`src/logic/fll_clock_map.svh`:
```
// Register offsets, field positions, reset values and timing counts of the clock unit
`ifndef FLL_CLOCK_MAP_SVH
`define FLL_CLOCK_MAP_SVH

// Byte addresses inside the 16-byte register window
`define ADDR_CTRL_ONE     4'h0
`define ADDR_CTRL_TWO     4'h4
`define ADDR_TRIM         4'h8
`define ADDR_STATUS       4'hC

// First control register fields
`define SRC_SEL_HI        7
`define SRC_SEL_LO        6
`define REF_DIV_HI        5
`define REF_DIV_LO        3
`define REF_SEL_BIT       2
`define INT_OUT_EN_BIT    1
`define INT_KEEP_BIT      0

// Second control register fields
`define BUS_DIV_HI        7
`define BUS_DIV_LO        6
`define OSC_RANGE_BIT     5
`define OSC_GAIN_BIT      4
`define LOOP_LOWPWR_BIT   3
`define EXT_OSC_BIT       2
`define EXT_OUT_EN_BIT    1
`define EXT_KEEP_BIT      0

// Status register fields
`define FINE_BIT          0
`define ACT_SRC_HI        3
`define ACT_SRC_LO        2
`define MODE_HI           6
`define MODE_LO           4

// Source select encodings
`define SRC_LOOP          2'h0
`define SRC_INT           2'h1
`define SRC_EXT           2'h2
`define SRC_RSVD          2'h3

// Reset values
`define CTRL_ONE_RST      8'h04
`define CTRL_TWO_RST      8'h40
`define TRIM_RST          8'h80
`define FINE_RST          1'b0

// Timing
`define CLK_PERIOD_NS     5
`define SWITCH_EDGES      3'h4
`define SWITCH_TIMEOUT_NS 100000
`define SWITCH_TIMEOUT_CYC (`SWITCH_TIMEOUT_NS / `CLK_PERIOD_NS)

`endif

```
`src/logic/fll_clock_pkg.sv`:
```
// Types shared by the clock unit
`default_nettype none
package fll_clock_pkg;

  // Clock modes, derived from the active source and control bits
  typedef enum logic [2:0] {
    LOOP_ENGAGED_INTERNAL,
    LOOP_ENGAGED_EXTERNAL,
    LOOP_BYPASSED_INTERNAL,
    BYPASSED_INTERNAL_LOWPOWER,
    LOOP_BYPASSED_EXTERNAL,
    BYPASSED_EXTERNAL_LOWPOWER
  } mode_t;

endpackage : fll_clock_pkg
`default_nettype wire

```
`src/logic/pin_sync.sv`:
```
// Two-flop synchronisers with rising-edge ticks for clock pins
`timescale 1ns/1ps
`default_nettype none
module pin_sync #(
  parameter int N = 3
) (
  // Clock and reset
  input  wire logic         sys_clk,
  input  wire logic         nrst,
  input  wire logic         clkEn,
  // Pins
  input  wire logic [N-1:0] pinIn,
  // Synced level and edge pulse
  output logic      [N-1:0] level,
  output logic      [N-1:0] rise
);

  typedef struct packed {
    logic [N-1:0] meta;
    logic [N-1:0] sync;
    logic [N-1:0] prev;
    logic [N-1:0] rise;
  } sync_t;

  sync_t st;
  sync_t next_st;

  // Edge detect looks only at the second and third flops, never the first
  always_comb begin
    next_st      = st;
    next_st.meta = pinIn;
    next_st.sync = st.meta;
    next_st.prev = st.sync;
    next_st.rise = st.sync & ~st.prev;
  end

  always_ff @(posedge sys_clk or negedge nrst) begin
    if (!nrst) begin
      st <= '0;
    end else if (clkEn) begin
      st <= next_st;
    end
  end

  assign level = st.prev;
  assign rise  = st.rise;

endmodule : pin_sync
`default_nettype wire

```
`src/logic/tick_divider.sv`:
```
// Divides a tick stream by two to the power of a select value
`timescale 1ns/1ps
`default_nettype none
module tick_divider #(
  parameter int SELW = 3
) (
  // Clock and reset
  input  wire logic            sys_clk,
  input  wire logic            nrst,
  input  wire logic            clkEn,
  // Tick in, ratio and tick out
  input  wire logic            tickIn,
  input  wire logic [SELW-1:0] sel,
  output logic                 tickOut
);

  localparam int CNTW = (2 ** SELW) - 1;

  typedef struct packed {
    logic [CNTW-1:0] cnt;
    logic            tickOut;
  } div_t;

  div_t            st;
  div_t            next_st;
  logic [CNTW-1:0] mask;

  // Ratio change acts at once: the mask alone decides the next pulse
  always_comb begin
    next_st         = st;
    mask            = CNTW'((CNTW'(1) << sel) - CNTW'(1));
    next_st.tickOut = tickIn && ((st.cnt & mask) == mask);
    if (tickIn) begin
      next_st.cnt = st.cnt + CNTW'(1);
    end
  end

  always_ff @(posedge sys_clk or negedge nrst) begin
    if (!nrst) begin
      st <= '0;
    end else if (clkEn) begin
      st <= next_st;
    end
  end

  assign tickOut = st.tickOut;

endmodule : tick_divider
`default_nettype wire

```
`src/logic/fll_clock_regs.sv`:
```
// Clock source control and trim registers with AHB-Lite access
//
// Implementation choices: the placing of the registers and the AHB-Lite slave port.
`timescale 1ns/1ps
`default_nettype none
`include "fll_clock_map.svh"

// How it works
// Source field routes loop, internal, external
// Reference divider divides by two-power value
// Software keeps divided reference in range
// Reference select bit picks internal reference
// Internal output enable gates internal clock
// Internal reference kept in stop conditionally
// Bus divider divides by 1,2,4,8
// Bus rate is source over divider
// Range bit sets oscillator band
// Gain bit sets oscillator high gain
// Low-power bit stops bypassed loop
// Source bit requests crystal oscillator
// External output enable gates external clock
// External reference kept in stop conditionally
// Eight-bit trim sets reference period
// Fine bit extends trim below LSB
// Fine bit lengthens period by one step
// Reset starts loop engaged internal
// Source switch waits edges, else keeps
// Bus divider change acts at once
// Fields read back as written
module fll_clock_regs
  import fll_clock_pkg::*;
#(
  parameter int SWITCH_TIMEOUT = `SWITCH_TIMEOUT_CYC
) (
  // Clock, reset and enable
  input  wire logic        sys_clk,
  input  wire logic        nrst,
  input  wire logic        clkEn,
  // AHB-Lite slave
  input  wire logic        hsel,
  input  wire logic [31:0] haddr,
  input  wire logic [1:0]  htrans,
  input  wire logic        hwrite,
  input  wire logic [2:0]  hsize,
  input  wire logic [31:0] hwdata,
  input  wire logic        hready,
  output logic             hreadyout,
  output logic             hresp,
  output logic      [31:0] hrdata,
  // Clock pins and system state
  input  wire logic        loopClkIn,
  input  wire logic        intRefClkIn,
  input  wire logic        extRefClkIn,
  input  wire logic        stopReq,
  input  wire logic        background_debug_active,
  // Derived clock ticks
  output logic             busClkTick,
  output logic             loopRefTick,
  // Reference clock outputs and run controls
  output logic             int_ref_clock_out,
  output logic             ext_ref_clock_out,
  output logic             intRefRun,
  output logic             extRefRun,
  output logic             loopEnable,
  // Oscillator and trim controls
  output logic             oscHighRange,
  output logic             osc_high_gain,
  output logic             ext_src_osc_select,
  output logic      [8:0]  periodTrim
);

  localparam int TOW = 16;

  typedef struct packed {
    logic [7:0]     ctrlOne;
    logic [7:0]     ctrlTwo;
    logic [7:0]     trim;
    logic           fine;
    logic           wrPend;
    logic [3:0]     wrAddr;
    logic [31:0]    rdData;
    logic [1:0]     activeSrc;
    logic [1:0]     pendSrc;
    logic [2:0]     edgeCnt;
    logic [TOW-1:0] waitCnt;
    logic           stopped;
    logic           intAtStop;
    logic           extAtStop;
    logic           intRun;
    logic           extRun;
    logic           intOut;
    logic           extOut;
    logic           loopEn;
  } state_t;

  state_t      st;
  state_t      next_st;
  mode_t       mode;
  logic [2:0]  pinLevel;
  logic [2:0]  pinRise;
  logic        loopTick;
  logic        intTick;
  logic        extTick;
  logic        srcTick;
  logic        refTick;
  logic        selTick;
  logic [1:0]  wantSrc;
  logic        lowPower;
  logic        modeInt;
  logic        modeExt;
  logic        take;
  logic        mapped;

  // Clock pins are asynchronous to sys_clk
  pin_sync #(.N(3)) u_sync (
    .sys_clk (sys_clk),
    .nrst    (nrst),
    .clkEn   (clkEn),
    .pinIn   ({extRefClkIn, intRefClkIn, loopClkIn}),
    .level   (pinLevel),
    .rise    (pinRise)
  );

  assign loopTick = pinRise[0];
  assign intTick  = pinRise[1];
  assign extTick  = pinRise[2];

  // loop reference choice
  assign refTick = st.ctrlOne[`REF_SEL_BIT] ? intTick : extTick;

  // reference predivider
  tick_divider #(.SELW(3)) u_refdiv (
    .sys_clk (sys_clk),
    .nrst    (nrst),
    .clkEn   (clkEn),
    .tickIn  (refTick),
    .sel     (st.ctrlOne[`REF_DIV_HI:`REF_DIV_LO]),
    .tickOut (loopRefTick)
  );

  // active source mux
  always_comb begin
    unique case (st.activeSrc)
      `SRC_INT: srcTick = intTick;
      `SRC_EXT: srcTick = extTick;
      default:  srcTick = loopTick;
    endcase
  end

  // bus divider in series after the source mux
  // rate is source divided by setting
  // divider field drives the ratio directly
  tick_divider #(.SELW(2)) u_busdiv (
    .sys_clk (sys_clk),
    .nrst    (nrst),
    .clkEn   (clkEn),
    .tickIn  (srcTick),
    .sel     (st.ctrlTwo[`BUS_DIV_HI:`BUS_DIV_LO]),
    .tickOut (busClkTick)
  );

  // reserved encoding falls back to loop output
  assign wantSrc = (st.ctrlOne[`SRC_SEL_HI:`SRC_SEL_LO] == `SRC_RSVD) ? `SRC_LOOP
                 : st.ctrlOne[`SRC_SEL_HI:`SRC_SEL_LO];

  // Tick of the source being switched to
  always_comb begin
    unique case (st.pendSrc)
      `SRC_INT: selTick = intTick;
      `SRC_EXT: selTick = extTick;
      default:  selTick = loopTick;
    endcase
  end

  // low power only counts without background debug
  assign lowPower = st.ctrlTwo[`LOOP_LOWPWR_BIT] && !background_debug_active;

  // Mode from the source actually in use
  always_comb begin
    unique case (st.activeSrc)
      `SRC_INT: mode = lowPower ? BYPASSED_INTERNAL_LOWPOWER : LOOP_BYPASSED_INTERNAL;
      `SRC_EXT: mode = lowPower ? BYPASSED_EXTERNAL_LOWPOWER : LOOP_BYPASSED_EXTERNAL;
      default:  mode = st.ctrlOne[`REF_SEL_BIT] ? LOOP_ENGAGED_INTERNAL
                                                : LOOP_ENGAGED_EXTERNAL;
    endcase
  end

  assign modeInt = (mode == LOOP_ENGAGED_INTERNAL) || (mode == LOOP_BYPASSED_INTERNAL)
                || (mode == BYPASSED_INTERNAL_LOWPOWER);
  assign modeExt = !modeInt;

  // Bus decode: word transfers inside the window only
  assign take   = hsel && hready && htrans[1];
  assign mapped = (haddr[31:4] == 28'h0000000) && (haddr[1:0] == 2'h0) && (hsize == 3'h2);

  always_comb begin
    next_st = st;

    // data phase write stores fields as written
    if (st.wrPend) begin
      unique case (st.wrAddr)
        `ADDR_CTRL_ONE: next_st.ctrlOne = hwdata[7:0];
        `ADDR_CTRL_TWO: next_st.ctrlTwo = hwdata[7:0];
        `ADDR_TRIM:     next_st.trim    = hwdata[7:0];
        `ADDR_STATUS:   next_st.fine    = hwdata[`FINE_BIT];
        default:        next_st.fine    = st.fine;
      endcase
    end

    // Address phase; read data built from post-write values for back-to-back access
    if (hready) begin
      next_st.wrPend = take && hwrite && mapped;
      next_st.wrAddr = haddr[3:0];
      next_st.rdData = 32'h00000000;
      if (take && !hwrite && mapped) begin
        unique case (haddr[3:0])
          `ADDR_CTRL_ONE: next_st.rdData = {24'h000000, next_st.ctrlOne};
          `ADDR_CTRL_TWO: next_st.rdData = {24'h000000, next_st.ctrlTwo};
          `ADDR_TRIM:     next_st.rdData = {24'h000000, next_st.trim};
          `ADDR_STATUS: begin
            next_st.rdData[`FINE_BIT]              = next_st.fine;
            next_st.rdData[`ACT_SRC_HI:`ACT_SRC_LO] = st.activeSrc;
            next_st.rdData[`MODE_HI:`MODE_LO]       = 3'(mode);
          end
          default:        next_st.rdData = 32'h00000000;
        endcase
      end
    end

    // switch after a few edges of the new clock, else keep old
    if (wantSrc != st.activeSrc) begin
      if (wantSrc != st.pendSrc) begin
        next_st.pendSrc = wantSrc;
        next_st.edgeCnt = 3'h0;
        next_st.waitCnt = '0;
      end else if (selTick && (st.edgeCnt == `SWITCH_EDGES - 3'h1)) begin
        next_st.activeSrc = st.pendSrc;
        next_st.edgeCnt   = 3'h0;
        next_st.waitCnt   = '0;
      end else if (st.waitCnt == TOW'(SWITCH_TIMEOUT - 1)) begin
        // Clock absent: old source stays, counting starts over
        next_st.edgeCnt = 3'h0;
        next_st.waitCnt = '0;
      end else begin
        next_st.edgeCnt = st.edgeCnt + 3'(selTick);
        next_st.waitCnt = st.waitCnt + TOW'(1);
      end
    end else begin
      next_st.pendSrc = st.activeSrc;
      next_st.edgeCnt = 3'h0;
      next_st.waitCnt = '0;
    end

    // Mode is remembered on the way into stop
    next_st.stopped = stopReq;
    if (stopReq && !st.stopped) begin
      next_st.intAtStop = modeInt;
      next_st.extAtStop = modeExt;
    end

    // internal reference run control
    if (st.stopped) begin
      next_st.intRun = st.ctrlOne[`INT_KEEP_BIT]
                    && (st.ctrlOne[`INT_OUT_EN_BIT] || st.intAtStop);
    end else begin
      next_st.intRun = st.ctrlOne[`INT_OUT_EN_BIT] || modeInt;
    end

    // external reference run control
    if (st.stopped) begin
      next_st.extRun = st.ctrlTwo[`EXT_KEEP_BIT]
                    && (st.ctrlTwo[`EXT_OUT_EN_BIT] || st.extAtStop);
    end else begin
      next_st.extRun = st.ctrlTwo[`EXT_OUT_EN_BIT] || modeExt;
    end

    // internal clock output gated by its enable
    next_st.intOut = pinLevel[1] && st.ctrlOne[`INT_OUT_EN_BIT] && st.intRun;
    // external clock output gated by its enable
    next_st.extOut = pinLevel[2] && st.ctrlTwo[`EXT_OUT_EN_BIT] && st.extRun;

    // loop off in stop and in low-power bypass
    next_st.loopEn = !st.stopped
                  && !(lowPower && (st.activeSrc != `SRC_LOOP));
  end

  // reset into loop engaged internal, loop output selected
  always_ff @(posedge sys_clk or negedge nrst) begin
    if (!nrst) begin
      st         <= '0;
      st.ctrlOne <= `CTRL_ONE_RST;
      st.ctrlTwo <= `CTRL_TWO_RST;
      st.trim    <= `TRIM_RST;
      st.fine    <= `FINE_RST;
      st.intRun  <= 1'b1;
      st.loopEn  <= 1'b1;
    end else if (clkEn) begin
      st <= next_st;
    end
  end

  // Zero-wait slave, always OKAY
  assign hreadyout = 1'b1;
  assign hresp     = 1'b0;
  assign hrdata    = st.rdData;

  assign int_ref_clock_out = st.intOut;
  assign ext_ref_clock_out = st.extOut;
  assign intRefRun         = st.intRun;
  assign extRefRun         = st.extRun;
  assign loopEnable        = st.loopEn;

  // oscillator band
  assign oscHighRange       = st.ctrlTwo[`OSC_RANGE_BIT];
  // oscillator gain
  assign osc_high_gain      = st.ctrlTwo[`OSC_GAIN_BIT];
  // crystal or plain clock request
  assign ext_src_osc_select = st.ctrlTwo[`EXT_OSC_BIT];

  // binary weighted trim, larger is longer
  // fine bit sits below the trim LSB
  // fine set adds one smallest step
  assign periodTrim = {st.trim, st.fine};

endmodule : fll_clock_regs
`default_nettype wire

```
`config.mk`:
```
export PLATFORM = sky130hd
export DESIGN_NAME = fll_clock_regs
export DESIGN_NICKNAME = d
export VERILOG_FILES = /design/src/logic/fll_clock_pkg.sv /design/src/logic/pin_sync.sv /design/src/logic/tick_divider.sv /design/src/logic/fll_clock_regs.sv
export VERILOG_INCLUDE_DIRS = /design/src /design/src/logic
export SDC_FILE = /design/constraint.sdc
export NUM_CORES = 1
export LEC_CHECK = 0
export BUFFER_PORTS_ARGS = -buffer_cell sky130_fd_sc_hd__buf_2
export CELL_PAD_IN_SITES_DETAIL_PLACEMENT = 1
export CELL_PAD_IN_SITES_GLOBAL_PLACEMENT = 1
export CORE_MARGIN = 5
export CORE_UTILIZATION = 41
export CTS_CLUSTER_SIZE = 30
export DETAILED_ROUTE_END_ITERATION = 8
export PLACE_DENSITY = 0.86
export SLEW_MARGIN = 25
export SYNTH_ARGS = -nofsm -noshare
export SYNTH_HDL_FRONTEND = slang
export SYNTH_HIERARCHICAL = 1
export SYNTH_SLANG_ARGS = --single-unit
```
`constraint.sdc`:
```
create_clock -name sys_clk -period 2.74 [get_ports sys_clk]
set_input_delay 0.274 -clock sys_clk [delete_from_list [all_inputs] [get_ports sys_clk]]
set_output_delay 0.274 -clock sys_clk [all_outputs]
set_load 0.05 [all_outputs]
```
==> metrics.yaml <==
outcome:
  status: "finished, final reports clean"
placement:
  gp_congestion: 0.837
  placed_area_sq_mm: 0.00565
  dp_slack_ns: 0.395
  dp_hpwl_microns: 10300
  port_buffers: 81
timing:
  maxSlewViolCount: 0
  min_period_over_period: 0.851
  worst_slack_ns: 0.409
  fmax_ghz: 0.429
  rsz0062_at_grt: "no"
  skew_ns: 0.00731
  hold_viol: 0
  slew_headroom: 0.490
  worstMarginPinSlew_ns: 0.765
  tns_ns: 0
  setup_viol: 0
  min_period_ns: 2.33
worst_setup_path:
  start_kind: "flip-flop"
  crit_path_end_kind: "flip-flop"
  cp_max_fo: 12
  crit_type: "flip-flop to flip-flop"
  worst_ep_required_time_ns: 2.95
  arrival_ns: 2.54
clocking:
  cts_tree: "built"
  clock_latency_ns: 0.34
  clk_pin_slew_ns: 0.06
  ctsResizeCount: 0
  cts_hold_buf: 0
  postCtsSetupRepairBufs: 0
  cts_max_path_buffers: 2
  htree_levels: 3
  cts_num_sinks: 93
  cts_inserted_buffers: 9
  clk_root_buffer_cell: "clkbuf_16"
global_route:
  antenna_found_initial: 0
  grt_max_degree: 60
  grt_usage: 0.193
  grt_pass1_vias: 4511
  grt_overflow: 0
  grt_pass1_wl_microns: 22900
final_layout:
  layout.nets: 660
  antenna_cells: 0
  finalInstanceArea_sq_mm: 0.00597
  synthToLayoutAreaGrowth_pct: 13.6
  drive_gt1_frac: 0.293
power_and_ir_drop:
  p_clk_frac: 0.397
  pwr-share-comb: 0.138
  p_seq_frac: 0.465
  powerDensity_mw_per_mm2: 575
  swShare: 0.279
  p_leak_nw: 2.75
  p_int_mw: 2.48
  power_switching_uw: 960
  ir_worst_vdd_mv: 0.290
drt:
  drc_errors: 0
  viasPerCell: 5.43
  wl_microns: 14100
  wl_per_cell_microns: 19.0
  drt_first_iter_violations: 198
  first_pass_iters: 4
  num_vias: 4042
  ant_nets: 0
synth:
  synth_flop_cell: "dfrtp_1"
  synth_top_area_cell: "dfrtp_1"
  synth_edf_count: 0
  synth_seq_area_share: 0.444
  ys_ff_latch: 93
  synthTopCellsByCount: "dfrtp_1 (88), buf_4 (44), o21ai_0 (40)"
  ys_async_sr_fraction: 1.00
  avgSynthCellArea_sq_um: 10.5
  synth_most_common_cell: "dfrtp_1"
  synthCells: 501
  syn_area_sq_mm: 0.00526
  yosys_warnings: 6
  ys_top_cells_by_area: "dfrtp_1 (42%), mux2_2 (8.1%), buf_4 (6.3%)"
  ys_types: 67
  synth_top_cell_area_share: 0.419
floorplan:
  coreArea_sq_mm: 0.0126
  die_w_microns: 123
  ios: 133
  rows: 41
  die_h_microns: 123
  start_util: 0.417
  die-area_sq_mm: 0.0152
job:
  drv_cap: 0
min_path:
  hp-class: "primary input to asynchronous set/reset pin"
worst paths after layout:
check / startpoint / end / slack [ns] / cells after the start
min in group sys_clk: intRefClkIn / u_sync/next_st[7] / 0.16 / 2
hold / removal: nrst / u_sync/level[0] / 0.01 / 1
setup / recovery: st[27] / st[10] / 0.41 / 8
max in group asynchronous: nrst / intRefRun / 2.01 / 2
setup reg to reg: st[27] / st[10] / 0.41 / 8
hold reg to reg: u_busdiv/st[3] / u_busdiv/st[3] / 0.47 / 1
registers in the layout, summed over array words and instances (netlist names), 3 cells and up:
register / count
u_refdiv/st: 7
hrdata: 8
u_sync/next_st: 6
u_sync/rise: 3
u_busdiv/st: 3
st: 44
periodTrim: 9
u_sync/level: 3
per-layer routing:
| layer | vias to the layer above | wire length [microns] | global-route usage |
|---|---|---|---|
| met1 | 2037 | 5740 | 0.229 |
| met4 | 0 | 399 | 0.0927 |
| met2 | 107 | 7270 | 0.334 |
| li1 | 1868 | - | - |
| met3 | 30 | 726 | 0.0361 |
| met5 | - | 0 | 0 |
power groups by stage:
stage | clock, mW | combinational, mW | sequential [mW]
2_1_floorplan | 0 | 0.324 | 1.61
3_3_place_gp | 0 | 0.443 | 1.61
3_5_place_dp | 0 | 0.473 | 1.62
4_1_cts | 1.38 | 0.478 | 1.60
5_1_grt | 1.44 | 0.517 | 1.62
6_report | 1.36 | 0.474 | 1.60
through the flow:
stage / total power, mW / instances / utilization / hold slack (ns)
global route: 3.57 / 745 / 0.473 / 0.0675
floorplan: 1.94 / 525 / - / -0.0216
detailed placement: 2.10 / 729 / 0.448 / 0.401
CTS: 3.45 / 745 / 0.473 / 0.0349
global placement: 2.05 / 729 / 0.448 / 0.385
finish: 3.44 / 745 / 0.473 / 0.0142
worst max-delay path, cell delays in order (launching register included):
cell and delay [ns]:
dfrtp_1 0.42, inv_1 0.11, ha_1 0.33, nor2b_1 0.15, nor4_1 0.31, buf_4 0.20, a41o_1 0.16, o21a_1 0.42
nor2_1 0.11
logic make-up after synthesis:
group / Yosys count / synth area share
muxes: 53 / 0.115
buffers and inverters: 74 / 0.0883
DFF: 93 / 0.444
and+or+nand+nor: 147 / 0.157
other: 2 / 0.00143
AOI/OAI and AO/OA: 98 / 0.130
xor gates and xnor gates: 22 / 0.0366
adders and majority gates: 12 / 0.0286
area by class of cell:
cell class,count,area (sq um)
inverter,16,60.1
tap,172,215
fill,1462,6650
sequential,93,2330
multi-input combinational,358,2550
timing repair buffer,90,488
clock buffer,10,239
clock inverter,6,86.3
cells in the final DEF (no fill, tap or decap), types with 7 or more instances in the layout:
master     count
inv_1         15
nand4_1       10
nand2_1       29
xnor2_1       11
o21ai_0       40
nand3_1       17
a21o_1         8
buf_4          9
nor4_1         7
ha_1          12
mux2i_1       10
nor2_1        25
xor2_1        11
conb_1        26
mux2_2        38
clkbuf_16      9
a21boi_0      10
dfrtp_1       88
and3_1        11
buf_2         80
Note: power is estimated with default switching activity, not from simulation.
